`config.mk`:
```
export PLATFORM = sky130hd
export DESIGN_NAME = sipm_top
export DESIGN_NICKNAME = d
export VERILOG_FILES = /design/src/verilog/sipm_pkg.sv /design/src/verilog/sipm_irq_persistence_filter.sv /design/src/verilog/sipm_mux_seq.sv /design/src/verilog/sipm_top.sv
export SDC_FILE = /design/constraint.sdc
export NUM_CORES = 1
export LEC_CHECK = 0
export BUFFER_PORTS_ARGS = -buffer_cell sky130_fd_sc_hd__buf_4
export CORE_MARGIN = 2
export CORE_UTILIZATION = 45
export CTS_CLUSTER_SIZE = 20
export DETAILED_ROUTE_END_ITERATION = 6
export GPL_TIMING_DRIVEN = 0
export PLACE_DENSITY = 0.84
export SLEW_MARGIN = 5
export SYNTH_ARGS = -nofsm -noshare
export SYNTH_HDL_FRONTEND = slang
export SYNTH_SLANG_ARGS = --single-unit
```
`constraint.sdc`:
```
create_clock -name hclk -period 3.7 [get_ports hclk]
set_input_delay 0.37 -clock hclk [delete_from_list [all_inputs] [get_ports hclk]]
set_output_delay 0.37 -clock hclk [all_outputs]
set_load 0.01 [all_outputs]
```
`src/verilog/sipm_pkg.sv`:
```
// Shared constants, types and helper functions of the spectral interrupt block
package sipm_pkg;

  // Register indices; the byte address is four times the index
  localparam logic [7:0] IDX_MUX_CMD_CONFIG  = 8'hAF;
  localparam logic [7:0] IDX_SYS_IRQ_ENABLE  = 8'hB2;
  localparam logic [7:0] IDX_IRQ_PERSISTENCE = 8'hBD;
  localparam logic [7:0] IDX_IRQ_STATUS      = 8'hC0;
  localparam logic [7:0] IDX_IRQ_MASK        = 8'hC1;
  localparam logic [7:0] IDX_LOW_THRESHOLD   = 8'hC2;
  localparam logic [7:0] IDX_HIGH_THRESHOLD  = 8'hC3;
  localparam logic [7:0] IDX_SPECTRAL_CTRL   = 8'hC4;

  // Field positions
  localparam int MUX_CMD_LSB     = 3;
  localparam int MUX_CMD_MSB     = 4;
  localparam int SIEN_MUX_BIT    = 4;
  localparam int FLICKER_CHANGE_IRQ_ENABLE_BIT     = 6;
  localparam int IRQ_PERSISTENCE_MSB        = 3;
  localparam int CTRL_SP_EN_BIT  = 0;
  localparam int CTRL_CH_LSB     = 1;
  localparam int CTRL_CH_MSB     = 3;
  localparam int CTRL_KICK_BIT   = 4;
  localparam int ST_MUX_DONE_BIT = 0;
  localparam int ST_FLICKER_BIT  = 1;
  localparam int ST_SPECTRAL_BIT = 2;

  // Reset values
  localparam logic [1:0]  MUX_CMD_RESET   = 2'h2;
  localparam logic [3:0]  IRQ_PERSISTENCE_RESET      = 4'h0;
  localparam logic [15:0] LOW_TH_RESET    = 16'h0000;
  localparam logic [15:0] HIGH_TH_RESET   = 16'hFFFF;

  // Matrix command codes
  localparam logic [1:0] CMD_ROM_INIT  = 2'h0;
  localparam logic [1:0] CMD_READ_RAM  = 2'h1;
  localparam logic [1:0] CMD_WRITE_RAM = 2'h2;
  localparam logic [1:0] CMD_RESERVED  = 2'h3;

  localparam int NUM_CH = 6;

  typedef struct packed {
    logic                  valid;
    logic [NUM_CH-1:0][15:0] ch;
  } sipm_sample_t;

  typedef struct packed {
    logic start;
    logic load_rom;
    logic copy_to_ram;
    logic shift_out;
  } sipm_mux_cmd_t;

  // Consecutive out-of-window samples needed for a given persistence code
  function automatic logic [5:0] irq_persistence_target(input logic [3:0] code);
    logic [5:0] c;
    c = {2'h0, code};
    if (code == 4'h0) irq_persistence_target = 6'h01;
    else if (code <= 4'h3) irq_persistence_target = c;
    else irq_persistence_target = 6'((c - 6'h03) * 6'h05);
  endfunction : irq_persistence_target

  function automatic logic outside_window(input logic [15:0] d, input logic [15:0] lo,
                                          input logic [15:0] hi);
    outside_window = (d < lo) || (d > hi);
  endfunction : outside_window

endpackage : sipm_pkg

```
`src/verilog/sipm_irq_persistence_filter.sv`:
```
// Persistence filter on the selected spectral channel
`timescale 1ns/1ps
module sipm_irq_persistence_filter (
  // Clock and reset
  input  wire logic        hclk,
  input  wire logic        hresetn,
  // Sample and configuration
  input  wire logic        sample_valid,
  input  wire logic [15:0] sample_data,
  input  wire logic [15:0] low_th,
  input  wire logic [15:0] high_th,
  input  wire logic [3:0]  irq_persistence_code,
  input  wire logic        clear,
  // Result
  output logic             irq_persistence_irq
);

  logic [5:0] count_reg;
  logic [5:0] count_next;

  wire logic [5:0] target  = sipm_pkg::irq_persistence_target(irq_persistence_code);
  wire logic       outside = sipm_pkg::outside_window(sample_data, low_th, high_th);
  wire logic [5:0] count_inc = (count_reg == 6'h3F) ? count_reg : 6'(count_reg + 6'h01);

  always_comb begin
    count_next = count_reg;
    if (clear) count_next = 6'h00;
    else if (sample_valid && outside) count_next = count_inc;
    else if (sample_valid) count_next = 6'h00;
  end

  always_ff @(posedge hclk or negedge hresetn) begin
    if (!hresetn) count_reg <= 6'h00;
    else count_reg <= count_next;
  end

  // Code zero fires on every spectral cycle
  assign irq_persistence_irq = !clear && sample_valid &&
                    ((irq_persistence_code == 4'h0) || (outside && count_inc >= target));

  inside_clears_a: assert property (@(posedge hclk) disable iff (!hresetn)
    (sample_valid && !outside) |=> (count_reg == 6'h00))
    else $error("in-window sample did not clear the count");

  clear_zeroes_a: assert property (@(posedge hclk) disable iff (!hresetn)
    clear |=> (count_reg == 6'h00) && !$past(irq_persistence_irq))
    else $error("clear did not zero the count");

  fire_needs_run_a: assert property (@(posedge hclk) disable iff (!hresetn)
    (irq_persistence_irq && irq_persistence_code != 4'h0) |=> (count_reg >= $past(target)) && $past(outside))
    else $error("persistence interrupt before run length reached");

  code15_sixty_a: assert property (@(posedge hclk) disable iff (!hresetn)
    (irq_persistence_code == 4'hF) |-> (target == 6'd60))
    else $error("persistence code 15 does not need 60 samples");

endmodule : sipm_irq_persistence_filter

```
`src/verilog/sipm_mux_seq.sv`:
```
// Switch-matrix command sequencer: decode, launch and completion
`timescale 1ns/1ps
module sipm_mux_seq (
  // Clock and reset
  input  wire logic                   hclk,
  input  wire logic                   hresetn,
  // Control
  input  wire logic                   kick,
  input  wire logic [1:0]             cmd,
  input  wire logic                   chain_done,
  // Results
  output sipm_pkg::sipm_mux_cmd_t     mux_cmd,
  output logic                        done,
  output logic                        busy
);

  typedef enum logic [2:0] {
    S_IDLE = 3'b001,
    S_RUN  = 3'b010,
    S_DONE = 3'b100
  } sipm_seq_state_t;

  sipm_seq_state_t          state_reg;
  sipm_seq_state_t          state_next;
  sipm_pkg::sipm_mux_cmd_t  cmd_reg;
  sipm_pkg::sipm_mux_cmd_t  cmd_next;

  wire logic launch = (state_reg == S_IDLE) && kick;
  wire logic legal  = (cmd != sipm_pkg::CMD_RESERVED);

  always_comb begin
    state_next = state_reg;
    cmd_next   = '0;
    case (state_reg)
      S_IDLE: begin
        if (launch) begin
          if (legal) begin
            state_next           = S_RUN;
            cmd_next.start       = 1'b1;
            cmd_next.load_rom    = (cmd == sipm_pkg::CMD_ROM_INIT);
            cmd_next.copy_to_ram = (cmd == sipm_pkg::CMD_READ_RAM);
            cmd_next.shift_out   = (cmd == sipm_pkg::CMD_WRITE_RAM);
          end else begin
            state_next = S_DONE;
          end
        end
      end
      S_RUN: begin
        if (chain_done) state_next = S_DONE;
      end
      S_DONE:  state_next = S_IDLE;
      default: state_next = S_IDLE;
    endcase
  end

  always_ff @(posedge hclk or negedge hresetn) begin
    if (!hresetn) begin
      state_reg <= S_IDLE;
      cmd_reg   <= '0;
    end else begin
      state_reg <= state_next;
      cmd_reg   <= cmd_next;
    end
  end

  assign mux_cmd = cmd_reg;
  assign done    = (state_reg == S_DONE);
  assign busy    = (state_reg != S_IDLE);

  kick_starts_cmd_a: assert property (@(posedge hclk) disable iff (!hresetn)
    (state_reg == S_IDLE && kick && legal) |=> (mux_cmd.start && state_reg == S_RUN))
    else $error("kick did not start a matrix command");

  one_strobe_a: assert property (@(posedge hclk) disable iff (!hresetn)
    mux_cmd.start |-> $onehot({mux_cmd.load_rom, mux_cmd.copy_to_ram, mux_cmd.shift_out})
      && (mux_cmd.shift_out == ($past(cmd) == sipm_pkg::CMD_WRITE_RAM)))
    else $error("matrix command strobe does not match code");

endmodule : sipm_mux_seq

```
`src/verilog/sipm_top.sv`:
```
// Spectral interrupt qualification and matrix command block with AHB-Lite registers
`timescale 1ns/1ps

// Summary of operation
// - Command field resets to 2, runs on kick
// - Codes: ROM load, chain to RAM, RAM out
// - Matrix done raises interrupt when enabled
// - Flicker status change interrupts when enabled
// - Count out-of-window run, interrupt at target
// - In-window sample resets the count
// - Only the selected channel, or channel 0 for selector 6 or 7, is compared
// - Code maps to 1,1,2,3,5..60 samples
module sipm_top (
  // Clock and reset
  input  wire logic                 hclk,
  input  wire logic                 hresetn,
  // AHB-Lite slave
  input  wire logic                 hsel,
  input  wire logic [31:0]          haddr,
  input  wire logic [1:0]           htrans,
  input  wire logic                 hwrite,
  input  wire logic [2:0]           hsize,
  input  wire logic [31:0]          hwdata,
  input  wire logic                 hready,
  output logic [31:0]               hrdata,
  output logic                      hreadyout,
  output logic                      hresp,
  // Spectral samples and flicker status
  input  wire sipm_pkg::sipm_sample_t sample,
  input  wire logic                 flicker_status,
  // Switch-matrix chain
  output sipm_pkg::sipm_mux_cmd_t   matrix_cmd,
  input  wire logic                 matrix_chain_done,
  // Interrupt
  output logic                      irq
);

  // Register state
  logic [1:0]  mux_cmd_reg;
  logic        sien_mux_reg;
  logic        flicker_change_irq_enable_reg;
  logic [3:0]  irq_persistence_reg;
  logic [2:0]  status_reg;
  logic [2:0]  status_next;
  logic [2:0]  mask_reg;
  logic [15:0] low_th_reg;
  logic [15:0] high_th_reg;
  logic        sp_en_reg;
  logic [2:0]  ch_sel_reg;
  logic        kick_reg;
  logic        kick_next;
  logic        flicker_prev_reg;

  // Bus pipeline state
  logic [9:0]  addr_reg;
  logic        wr_pend_reg;
  logic        rd_wait_reg;
  logic [31:0] hrdata_reg;

  // Sub-block results
  logic        mux_done;
  logic        mux_busy;
  logic        irq_persistence_irq;

  // Address phase
  wire logic addr_phase = hsel && hready && htrans[1];

  // Data-phase hit on one register index; upper index bits must be zero
  function automatic logic reg_hit(input logic [9:0] a, input logic [7:0] want);
    reg_hit = (a[9:8] == 2'h0) && (a[7:0] == want);
  endfunction : reg_hit

  // Register selects for the data phase
  wire logic sel_mux  = reg_hit(addr_reg, sipm_pkg::IDX_MUX_CMD_CONFIG);
  wire logic sel_sien = reg_hit(addr_reg, sipm_pkg::IDX_SYS_IRQ_ENABLE);
  wire logic sel_irq_persistence = reg_hit(addr_reg, sipm_pkg::IDX_IRQ_PERSISTENCE);
  wire logic sel_st   = reg_hit(addr_reg, sipm_pkg::IDX_IRQ_STATUS);
  wire logic sel_mask = reg_hit(addr_reg, sipm_pkg::IDX_IRQ_MASK);
  wire logic sel_low  = reg_hit(addr_reg, sipm_pkg::IDX_LOW_THRESHOLD);
  wire logic sel_high = reg_hit(addr_reg, sipm_pkg::IDX_HIGH_THRESHOLD);
  wire logic sel_ctrl = reg_hit(addr_reg, sipm_pkg::IDX_SPECTRAL_CTRL);

  wire logic wr_mux  = wr_pend_reg && sel_mux;
  wire logic wr_sien = wr_pend_reg && sel_sien;
  wire logic wr_irq_persistence = wr_pend_reg && sel_irq_persistence;
  wire logic wr_st   = wr_pend_reg && sel_st;
  wire logic wr_mask = wr_pend_reg && sel_mask;
  wire logic wr_low  = wr_pend_reg && sel_low;
  wire logic wr_high = wr_pend_reg && sel_high;
  wire logic wr_ctrl = wr_pend_reg && sel_ctrl;

  // Read-back words
  wire logic [31:0] rd_mux  = {27'h0, mux_cmd_reg, 3'h0};
  wire logic [31:0] rd_sien = {25'h0, flicker_change_irq_enable_reg, 1'b0, sien_mux_reg, 4'h0};
  wire logic [31:0] rd_irq_persistence = {28'h0, irq_persistence_reg};
  wire logic [31:0] rd_st   = {29'h0, status_reg};
  wire logic [31:0] rd_mask = {29'h0, mask_reg};
  wire logic [31:0] rd_low  = {16'h0, low_th_reg};
  wire logic [31:0] rd_high = {16'h0, high_th_reg};
  wire logic [31:0] rd_ctrl = {27'h0, kick_reg, ch_sel_reg, sp_en_reg};

  // Unmapped addresses read as zero
  wire logic [31:0] rd_word = ({32{sel_mux}}  & rd_mux)  | ({32{sel_sien}} & rd_sien) |
                              ({32{sel_irq_persistence}} & rd_irq_persistence) | ({32{sel_st}}   & rd_st)   |
                              ({32{sel_mask}} & rd_mask) | ({32{sel_low}}  & rd_low)  |
                              ({32{sel_high}} & rd_high) | ({32{sel_ctrl}} & rd_ctrl);

  // Bus pipeline: writes take no wait, reads take one wait state
  always_ff @(posedge hclk or negedge hresetn) begin
    if (!hresetn) begin
      addr_reg    <= 10'h000;
      wr_pend_reg <= 1'b0;
      rd_wait_reg <= 1'b0;
      hrdata_reg  <= 32'h00000000;
    end else begin
      if (addr_phase) addr_reg <= haddr[11:2];
      wr_pend_reg <= addr_phase && hwrite;
      rd_wait_reg <= addr_phase && !hwrite;
      if (rd_wait_reg) hrdata_reg <= rd_word;
    end
  end

  assign hrdata    = hrdata_reg;
  assign hreadyout = !rd_wait_reg;
  assign hresp     = 1'b0;

  // Threshold channel selection
  wire logic [2:0]  ch_idx = (ch_sel_reg < 3'(sipm_pkg::NUM_CH)) ? ch_sel_reg : 3'h0;
  wire logic [15:0] ch_data = sample.ch[ch_idx];

  // Events
  wire logic flicker_change = (flicker_status != flicker_prev_reg);
  wire logic set_mux_done   = mux_done && sien_mux_reg;
  wire logic set_flicker    = flicker_change && flicker_change_irq_enable_reg;
  wire logic [2:0] status_set = {irq_persistence_irq, set_flicker, set_mux_done};
  wire logic [2:0] status_clr = wr_st ? hwdata[2:0] : 3'h0;

  // Set wins over a write-one clear in the same cycle
  assign status_next = (status_reg & ~status_clr) | status_set;

  // Kick stays set until the command finishes
  assign kick_next = (kick_reg && !mux_done) ||
                     (wr_ctrl && hwdata[sipm_pkg::CTRL_KICK_BIT]);

  // Persistence count restarts on disable or rewrite
  wire logic irq_persistence_clear = !sp_en_reg || wr_irq_persistence;

  always_ff @(posedge hclk or negedge hresetn) begin
    if (!hresetn) begin
      mux_cmd_reg <= sipm_pkg::MUX_CMD_RESET;
    end else if (wr_mux) begin
      mux_cmd_reg <= hwdata[sipm_pkg::MUX_CMD_MSB:sipm_pkg::MUX_CMD_LSB];
    end
  end

  // Interrupt enables
  always_ff @(posedge hclk or negedge hresetn) begin
    if (!hresetn) begin
      sien_mux_reg <= 1'b0;
      flicker_change_irq_enable_reg  <= 1'b0;
    end else if (wr_sien) begin
      sien_mux_reg <= hwdata[sipm_pkg::SIEN_MUX_BIT];
      flicker_change_irq_enable_reg  <= hwdata[sipm_pkg::FLICKER_CHANGE_IRQ_ENABLE_BIT];
    end
  end

  always_ff @(posedge hclk or negedge hresetn) begin
    if (!hresetn) begin
      irq_persistence_reg <= sipm_pkg::IRQ_PERSISTENCE_RESET;
    end else if (wr_irq_persistence) begin
      irq_persistence_reg <= hwdata[sipm_pkg::IRQ_PERSISTENCE_MSB:0];
    end
  end

  always_ff @(posedge hclk or negedge hresetn) begin
    if (!hresetn) begin
      mask_reg <= 3'h0;
    end else if (wr_mask) begin
      mask_reg <= hwdata[2:0];
    end
  end

  // Threshold window
  always_ff @(posedge hclk or negedge hresetn) begin
    if (!hresetn) begin
      low_th_reg <= sipm_pkg::LOW_TH_RESET;
    end else if (wr_low) begin
      low_th_reg <= hwdata[15:0];
    end
  end

  always_ff @(posedge hclk or negedge hresetn) begin
    if (!hresetn) begin
      high_th_reg <= sipm_pkg::HIGH_TH_RESET;
    end else if (wr_high) begin
      high_th_reg <= hwdata[15:0];
    end
  end

  // Spectral enable and channel selector
  always_ff @(posedge hclk or negedge hresetn) begin
    if (!hresetn) begin
      sp_en_reg  <= 1'b0;
      ch_sel_reg <= 3'h0;
    end else if (wr_ctrl) begin
      sp_en_reg  <= hwdata[sipm_pkg::CTRL_SP_EN_BIT];
      ch_sel_reg <= hwdata[sipm_pkg::CTRL_CH_MSB:sipm_pkg::CTRL_CH_LSB];
    end
  end

  // Status, kick and flicker history update every cycle
  always_ff @(posedge hclk or negedge hresetn) begin
    if (!hresetn) begin
      status_reg       <= 3'h0;
      kick_reg         <= 1'b0;
      flicker_prev_reg <= 1'b0;
    end else begin
      status_reg       <= status_next;
      kick_reg         <= kick_next;
      flicker_prev_reg <= flicker_status;
    end
  end

  assign irq = |(status_reg & mask_reg);

  sipm_mux_seq u_mux_seq (
    .hclk       (hclk),
    .hresetn    (hresetn),
    .kick       (kick_reg),
    .cmd        (mux_cmd_reg),
    .chain_done (matrix_chain_done),
    .mux_cmd    (matrix_cmd),
    .done       (mux_done),
    .busy       (mux_busy)
  );

  sipm_irq_persistence_filter u_irq_persistence (
    .hclk         (hclk),
    .hresetn      (hresetn),
    .sample_valid (sample.valid && sp_en_reg),
    .sample_data  (ch_data),
    .low_th       (low_th_reg),
    .high_th      (high_th_reg),
    .irq_persistence_code    (irq_persistence_reg),
    .clear        (irq_persistence_clear),
    .irq_persistence_irq     (irq_persistence_irq)
  );

  done_sets_status_a: assert property (@(posedge hclk) disable iff (!hresetn)
    (mux_done && sien_mux_reg) |=> status_reg[sipm_pkg::ST_MUX_DONE_BIT])
    else $error("matrix done did not set its status bit");

  done_gated_a: assert property (@(posedge hclk) disable iff (!hresetn)
    $rose(status_reg[sipm_pkg::ST_MUX_DONE_BIT]) |-> $past(mux_done && sien_mux_reg))
    else $error("matrix done status set while disabled");

  flicker_sets_a: assert property (@(posedge hclk) disable iff (!hresetn)
    (flicker_status != flicker_prev_reg && flicker_change_irq_enable_reg) |=> status_reg[1])
    else $error("flicker change did not set its status bit");

  flicker_gated_a: assert property (@(posedge hclk) disable iff (!hresetn)
    $rose(status_reg[sipm_pkg::ST_FLICKER_BIT]) |-> $past(flicker_change_irq_enable_reg))
    else $error("flicker status set while disabled");

  kick_held_busy_a: assert property (@(posedge hclk) disable iff (!hresetn)
    (kick_reg && !mux_done) |=> kick_reg)
    else $error("kick bit dropped before matrix command finished");

  spectral_irq_line_a: assert property (@(posedge hclk) disable iff (!hresetn)
    (irq_persistence_irq && mask_reg[sipm_pkg::ST_SPECTRAL_BIT]) |=> irq)
    else $error("unmasked spectral event did not raise irq");

  mux_reset_two_a: assert property (@(posedge hclk)
    $rose(hresetn) |-> (mux_cmd_reg == sipm_pkg::MUX_CMD_RESET))
    else $error("matrix command field not at reset value");

  kick_launch_a: assert property (@(posedge hclk) disable iff (!hresetn)
    (kick_reg && !mux_busy) |=> mux_busy)
    else $error("kick did not start the sequencer");

  start_after_kick_a: assert property (@(posedge hclk) disable iff (!hresetn)
    matrix_cmd.start |-> $past(kick_reg))
    else $error("matrix command started without kick");

  done_needs_kick_a: assert property (@(posedge hclk) disable iff (!hresetn)
    mux_done |-> kick_reg)
    else $error("matrix command finished with kick clear");

  kick_clears_a: assert property (@(posedge hclk) disable iff (!hresetn)
    (mux_done && !(wr_ctrl && hwdata[sipm_pkg::CTRL_KICK_BIT])) |=> !kick_reg)
    else $error("kick bit not cleared at command end");

  mux_write_lands_a: assert property (@(posedge hclk) disable iff (!hresetn)
    wr_mux |=>
      (mux_cmd_reg == $past(hwdata[sipm_pkg::MUX_CMD_MSB:sipm_pkg::MUX_CMD_LSB])))
    else $error("matrix command field write lost");

  no_reserved_strobe_a: assert property (@(posedge hclk) disable iff (!hresetn)
    matrix_cmd.start |-> ($past(mux_cmd_reg) != sipm_pkg::CMD_RESERVED))
    else $error("strobe issued for reserved command code");

  done_w1c_a: assert property (@(posedge hclk) disable iff (!hresetn)
    (wr_st && hwdata[sipm_pkg::ST_MUX_DONE_BIT] && !set_mux_done) |=>
      !status_reg[sipm_pkg::ST_MUX_DONE_BIT])
    else $error("matrix done status not cleared by write");

  flicker_w1c_a: assert property (@(posedge hclk) disable iff (!hresetn)
    (wr_st && hwdata[sipm_pkg::ST_FLICKER_BIT] && !set_flicker) |=>
      !status_reg[sipm_pkg::ST_FLICKER_BIT])
    else $error("flicker status not cleared by write");

  sien_write_lands_a: assert property (@(posedge hclk) disable iff (!hresetn)
    wr_sien |=> (sien_mux_reg == $past(hwdata[sipm_pkg::SIEN_MUX_BIT])) &&
                (flicker_change_irq_enable_reg == $past(hwdata[sipm_pkg::FLICKER_CHANGE_IRQ_ENABLE_BIT])))
    else $error("interrupt enable write lost");

  spectral_sets_a: assert property (@(posedge hclk) disable iff (!hresetn)
    irq_persistence_irq |=> status_reg[sipm_pkg::ST_SPECTRAL_BIT])
    else $error("spectral event did not set its status bit");

  spectral_gated_a: assert property (@(posedge hclk) disable iff (!hresetn)
    $rose(status_reg[sipm_pkg::ST_SPECTRAL_BIT]) |-> $past(irq_persistence_irq))
    else $error("spectral status set without event");

  ctrl_write_lands_a: assert property (@(posedge hclk) disable iff (!hresetn)
    wr_ctrl |=>
      (ch_sel_reg == $past(hwdata[sipm_pkg::CTRL_CH_MSB:sipm_pkg::CTRL_CH_LSB])))
    else $error("threshold channel selector write lost");

  irq_persistence_write_lands_a: assert property (@(posedge hclk) disable iff (!hresetn)
    wr_irq_persistence |=> (irq_persistence_reg == $past(hwdata[sipm_pkg::IRQ_PERSISTENCE_MSB:0])))
    else $error("persistence field write lost");

endmodule : sipm_top
```
==> flow_metrics.env <==
export IMPL_rsz0062_at_grt="false"
export IMPL_finalMaxSlewViolations=0
export IMPL_clk_pin_slew_ps=70
export IMPL_synthesis_area_mm2=0.006310
export IMPL_dp_hpwl_um=13880
export IMPL_p_leak_uw=0.003946
export IMPL_diodes=0
export IMPL_design_die_area_mm2=0.01499
export IMPL_area_growth_pct=28.36
export IMPL_place_gp_congestion=0.9076
export IMPL_dp_cells=958
export IMPL_die_y_um=122.4
export IMPL_syn_area_per_cell_um2=10.34
export IMPL_yosysSeqAreaShare_pct=37.24
export IMPL_cts_tree="yes"
export IMPL_root_buffer="clkbuf_16"
export IMPL_n_fill_cell=1177
export IMPL_num_io_pins=212
export IMPL_drc=0
export IMPL_path_class="register to register"
export IMPL_ys_ff_latch=93
export IMPL_wl_per_cell_um=18.17
export IMPL_drive_above_1_share_pct=40.53
export IMPL_peakVddDrop_mv=0.3649
export IMPL_status="completed"
export IMPL_end_kind="register"
export IMPL_synthCells=610
export IMPL_crit_required_ps=3940
export IMPL_tns_ps=0
export IMPL_fin_cells=972
export IMPL_p_per_area_mw_per_mm2=351.0
export IMPL_synth_adder_area_share_pct=9.042
export IMPL_ys_types=61
export IMPL_ys_warn_count=0
export IMPL_portBuffers=152
export IMPL_dr_pass1_iters=5
export IMPL_grt_pass1_vias=5345
export IMPL_async_flop_share_pct=100.0
export IMPL_synth_xor_area_share_pct=0.9716
export IMPL_synth_mux_area_share_pct=21.18
export IMPL_vias=5336
export IMPL_dieWidth_um=122.4
export IMPL_antenna_found_initial=0
export IMPL_min_period_ps=3471
export IMPL_synth_edf_count=0
export IMPL_synthSimpleGateAreaFrac_pct=13.17
export IMPL_fmax_mhz=288.1
export IMPL_cts_buffers=9
export IMPL_setup_viol=0
export IMPL_grt_max_degree=94
export IMPL_relSlewSlack_pct=21.76
export IMPL_ant_nets=0
export IMPL_grt_pass1_wl_um=27610
export IMPL_worst_setup_path_start_kind="register"
export IMPL_cap_violations=0
export IMPL_ctsHoldBuffers=0
export IMPL_numClockSinks=93
export IMPL_coreArea_mm2=0.01377
export IMPL_worstMarginPinSlew_ps=1174
export IMPL_synth_top_flop_cell="dfrtp_1"
export IMPL_row_count=43
export IMPL_routed_wl_um=17660
export IMPL_nets=1005
export IMPL_htreeDepth=3
export IMPL_post_drt_via_cell_ratio=5.490
export IMPL_hp_class="input pin to register"
export IMPL_synthDominantCellAreaShare_pct=29.74
export IMPL_clockBufferDepth=2
export IMPL_drt_iter0_drc=323
export IMPL_hold_viol=0
export IMPL_synth_area_leader_cell="dfrtp_1"
export IMPL_initial_core_util_pct=45.81
export IMPL_grt_total_usage_pct=24.22
export IMPL_worstPathMaxFanout=10
export IMPL_hold_slack_ps=144.3
export IMPL_skew_ps=15.56
export IMPL_synth_compound_area_share_pct=12.00
export IMPL_fin_crit_sh_pct=93.81
export IMPL_synthTopCellsByArea="dfrtp_1, mux2_2, ha_1"
export IMPL_insertion_delay_ps=360
export IMPL_synth_top_family_by_area="multiplexers"
export IMPL_grt_ovfl_total=0
export IMPL_crit_arrival_ps=3710
==> worst max-delay path, stage by stage, from the launching register on <==
cell	delay, ps
dfrtp_1	430
buf_2	290
clkbuf_4	280
mux4_2	330
mux2_2	330
ha_1	290
nand4_1	220
nor4_4	370
a211o_1	170
a31oi_1	70
or2_1	320
a22o_1	250
==> Yosys cell counts (3+ instances only) <==
library cell and count:
xnor2_1 3, nor2_1 46, clkbuf_1 15, nand2b_1 6, inv_1 40, nand3b_1 3, mux2i_1 24, mux2_2 60
a21o_1 5, dfstp_2 18, or2_2 5, a31oi_1 4, nor4_1 3, o22ai_1 6, a221oi_1 19, nand4_1 5
nor3b_1 3, nand2_1 55, mux2_4 10, o21ai_0 29, a222oi_1 3, and3_1 3, nor3_1 5, buf_4 18
nand3_1 14, dfrtp_1 75, buf_1 6, a22o_1 8, mux4_2 12, xor2_1 4, nor2b_1 4, ha_1 44
a21oi_1 20
==> area by class of cell <==
class                      count  area [um2]  area share, %
buffer                        40       259.0          3.198
clock buffer                   9       225.2          2.781
clock inverter                 7       72.57         0.8960
inverter                      40       153.9          1.900
multi-input combinational    450        3662          45.22
sequential                    93        2352          29.04
tap                          180       225.2          2.781
timing repair buffer         153        1149          14.18
==> power breakdown <==
part | internal (uW) | switching [uW] | total [uW]
Sequential | 1110 | 80.5 | 1190
Combinational | 367 | 338 | 705
Clock | 526 | 418 | 944
==> logic make-up (layout without fill, tap and decap cells) <==
group           count (synthesis)  after routing
compound gates                111            111
xor+xnor                        7              7
fa+ha+maj                      45             45
buf+inv                        83            249
flops                          93             93
mux                           106            106
other cells                     1             17
simple gates                  164            164
==> metal layers <==
layer	GRT usage, %	share of wire (%)	vias up
li1	-	-	2540
met1	30.07	42	2553
met2	40.59	48	209
met3	4.554	7.0	34
met4	11.64	3.4	0
met5	0	0	-
==> stage by stage <==
stage               worst slack [ps]  cell area [um2]  utilization [%]  power, uW
finish                         228.9             8099            58.80       2843
CTS                            72.62             8055            58.48       2848
global placement              -702.3             7736            56.17       1875
global route                   27.17             8099            58.80       2989
floorplan                      229.4             6370                -       1585
detailed placement            -720.3             7736            56.17       1902
==> final timing paths <==
kind	start	end	slack, ps	cells after the start
max	ch_sel_reg[1]$_DFFE_PN0P_	u_irq_persistence.count_reg[5]$_DFFE_PN0P_	230	11
min	flicker_status	flicker_prev_reg$_DFF_PN0_	140	1
max reg2reg	ch_sel_reg[1]$_DFFE_PN0P_	u_irq_persistence.count_reg[5]$_DFFE_PN0P_	230	11
min reg2reg	addr_reg[9]$_DFFE_PN0P_	addr_reg[9]$_DFFE_PN0P_	510	1
max in group asynchronous	hresetn	ch_sel_reg[2]$_DFFE_PN0P_	2630	1
min in group asynchronous	hresetn	low_th_reg[10]$_DFFE_PN0P_	240	1
==> layout by cell type, fill, tap and decap left out, types with 3 or more instances in the layout <==
cell        instances
a21oi_1            20
a221oi_1           15
nor3b_1             3
xor2_1              4
dfrtp_1            73
nand3_1            14
or2_2               5
o22ai_1             6
nand2_1            55
mux4_2             12
clkinvlp_4          3
and3_1              3
nor3_1              5
clkbuf_16           9
inv_1              39
mux2i_1            24
o21ai_0            29
dfstp_2            18
conb_1             17
clkbuf_1            9
nand2b_1            6
mux2_4             10
xnor2_1             3
a22o_1              8
a31oi_1             4
ha_1               44
nand3b_1            3
buf_4             173
nor2b_1             3
mux2_2             60
a21o_1              5
a221oi_2            4
nor2_1             46
nand4_1             5
buf_2               4
a222oi_1            3
==> what timing repair did <==
| item | in CTS | in global routing |
|---|---|---|
| buffers inserted | 0 | 1 |
| pin swaps | 0 | 1 |
| gates resized for setup | 15 | 14 |
| setup endpoints to repair | 7 | 6 |
| hold endpoints to repair | 0 | 0 |
Note: power is estimated with default switching activity, not from simulation.
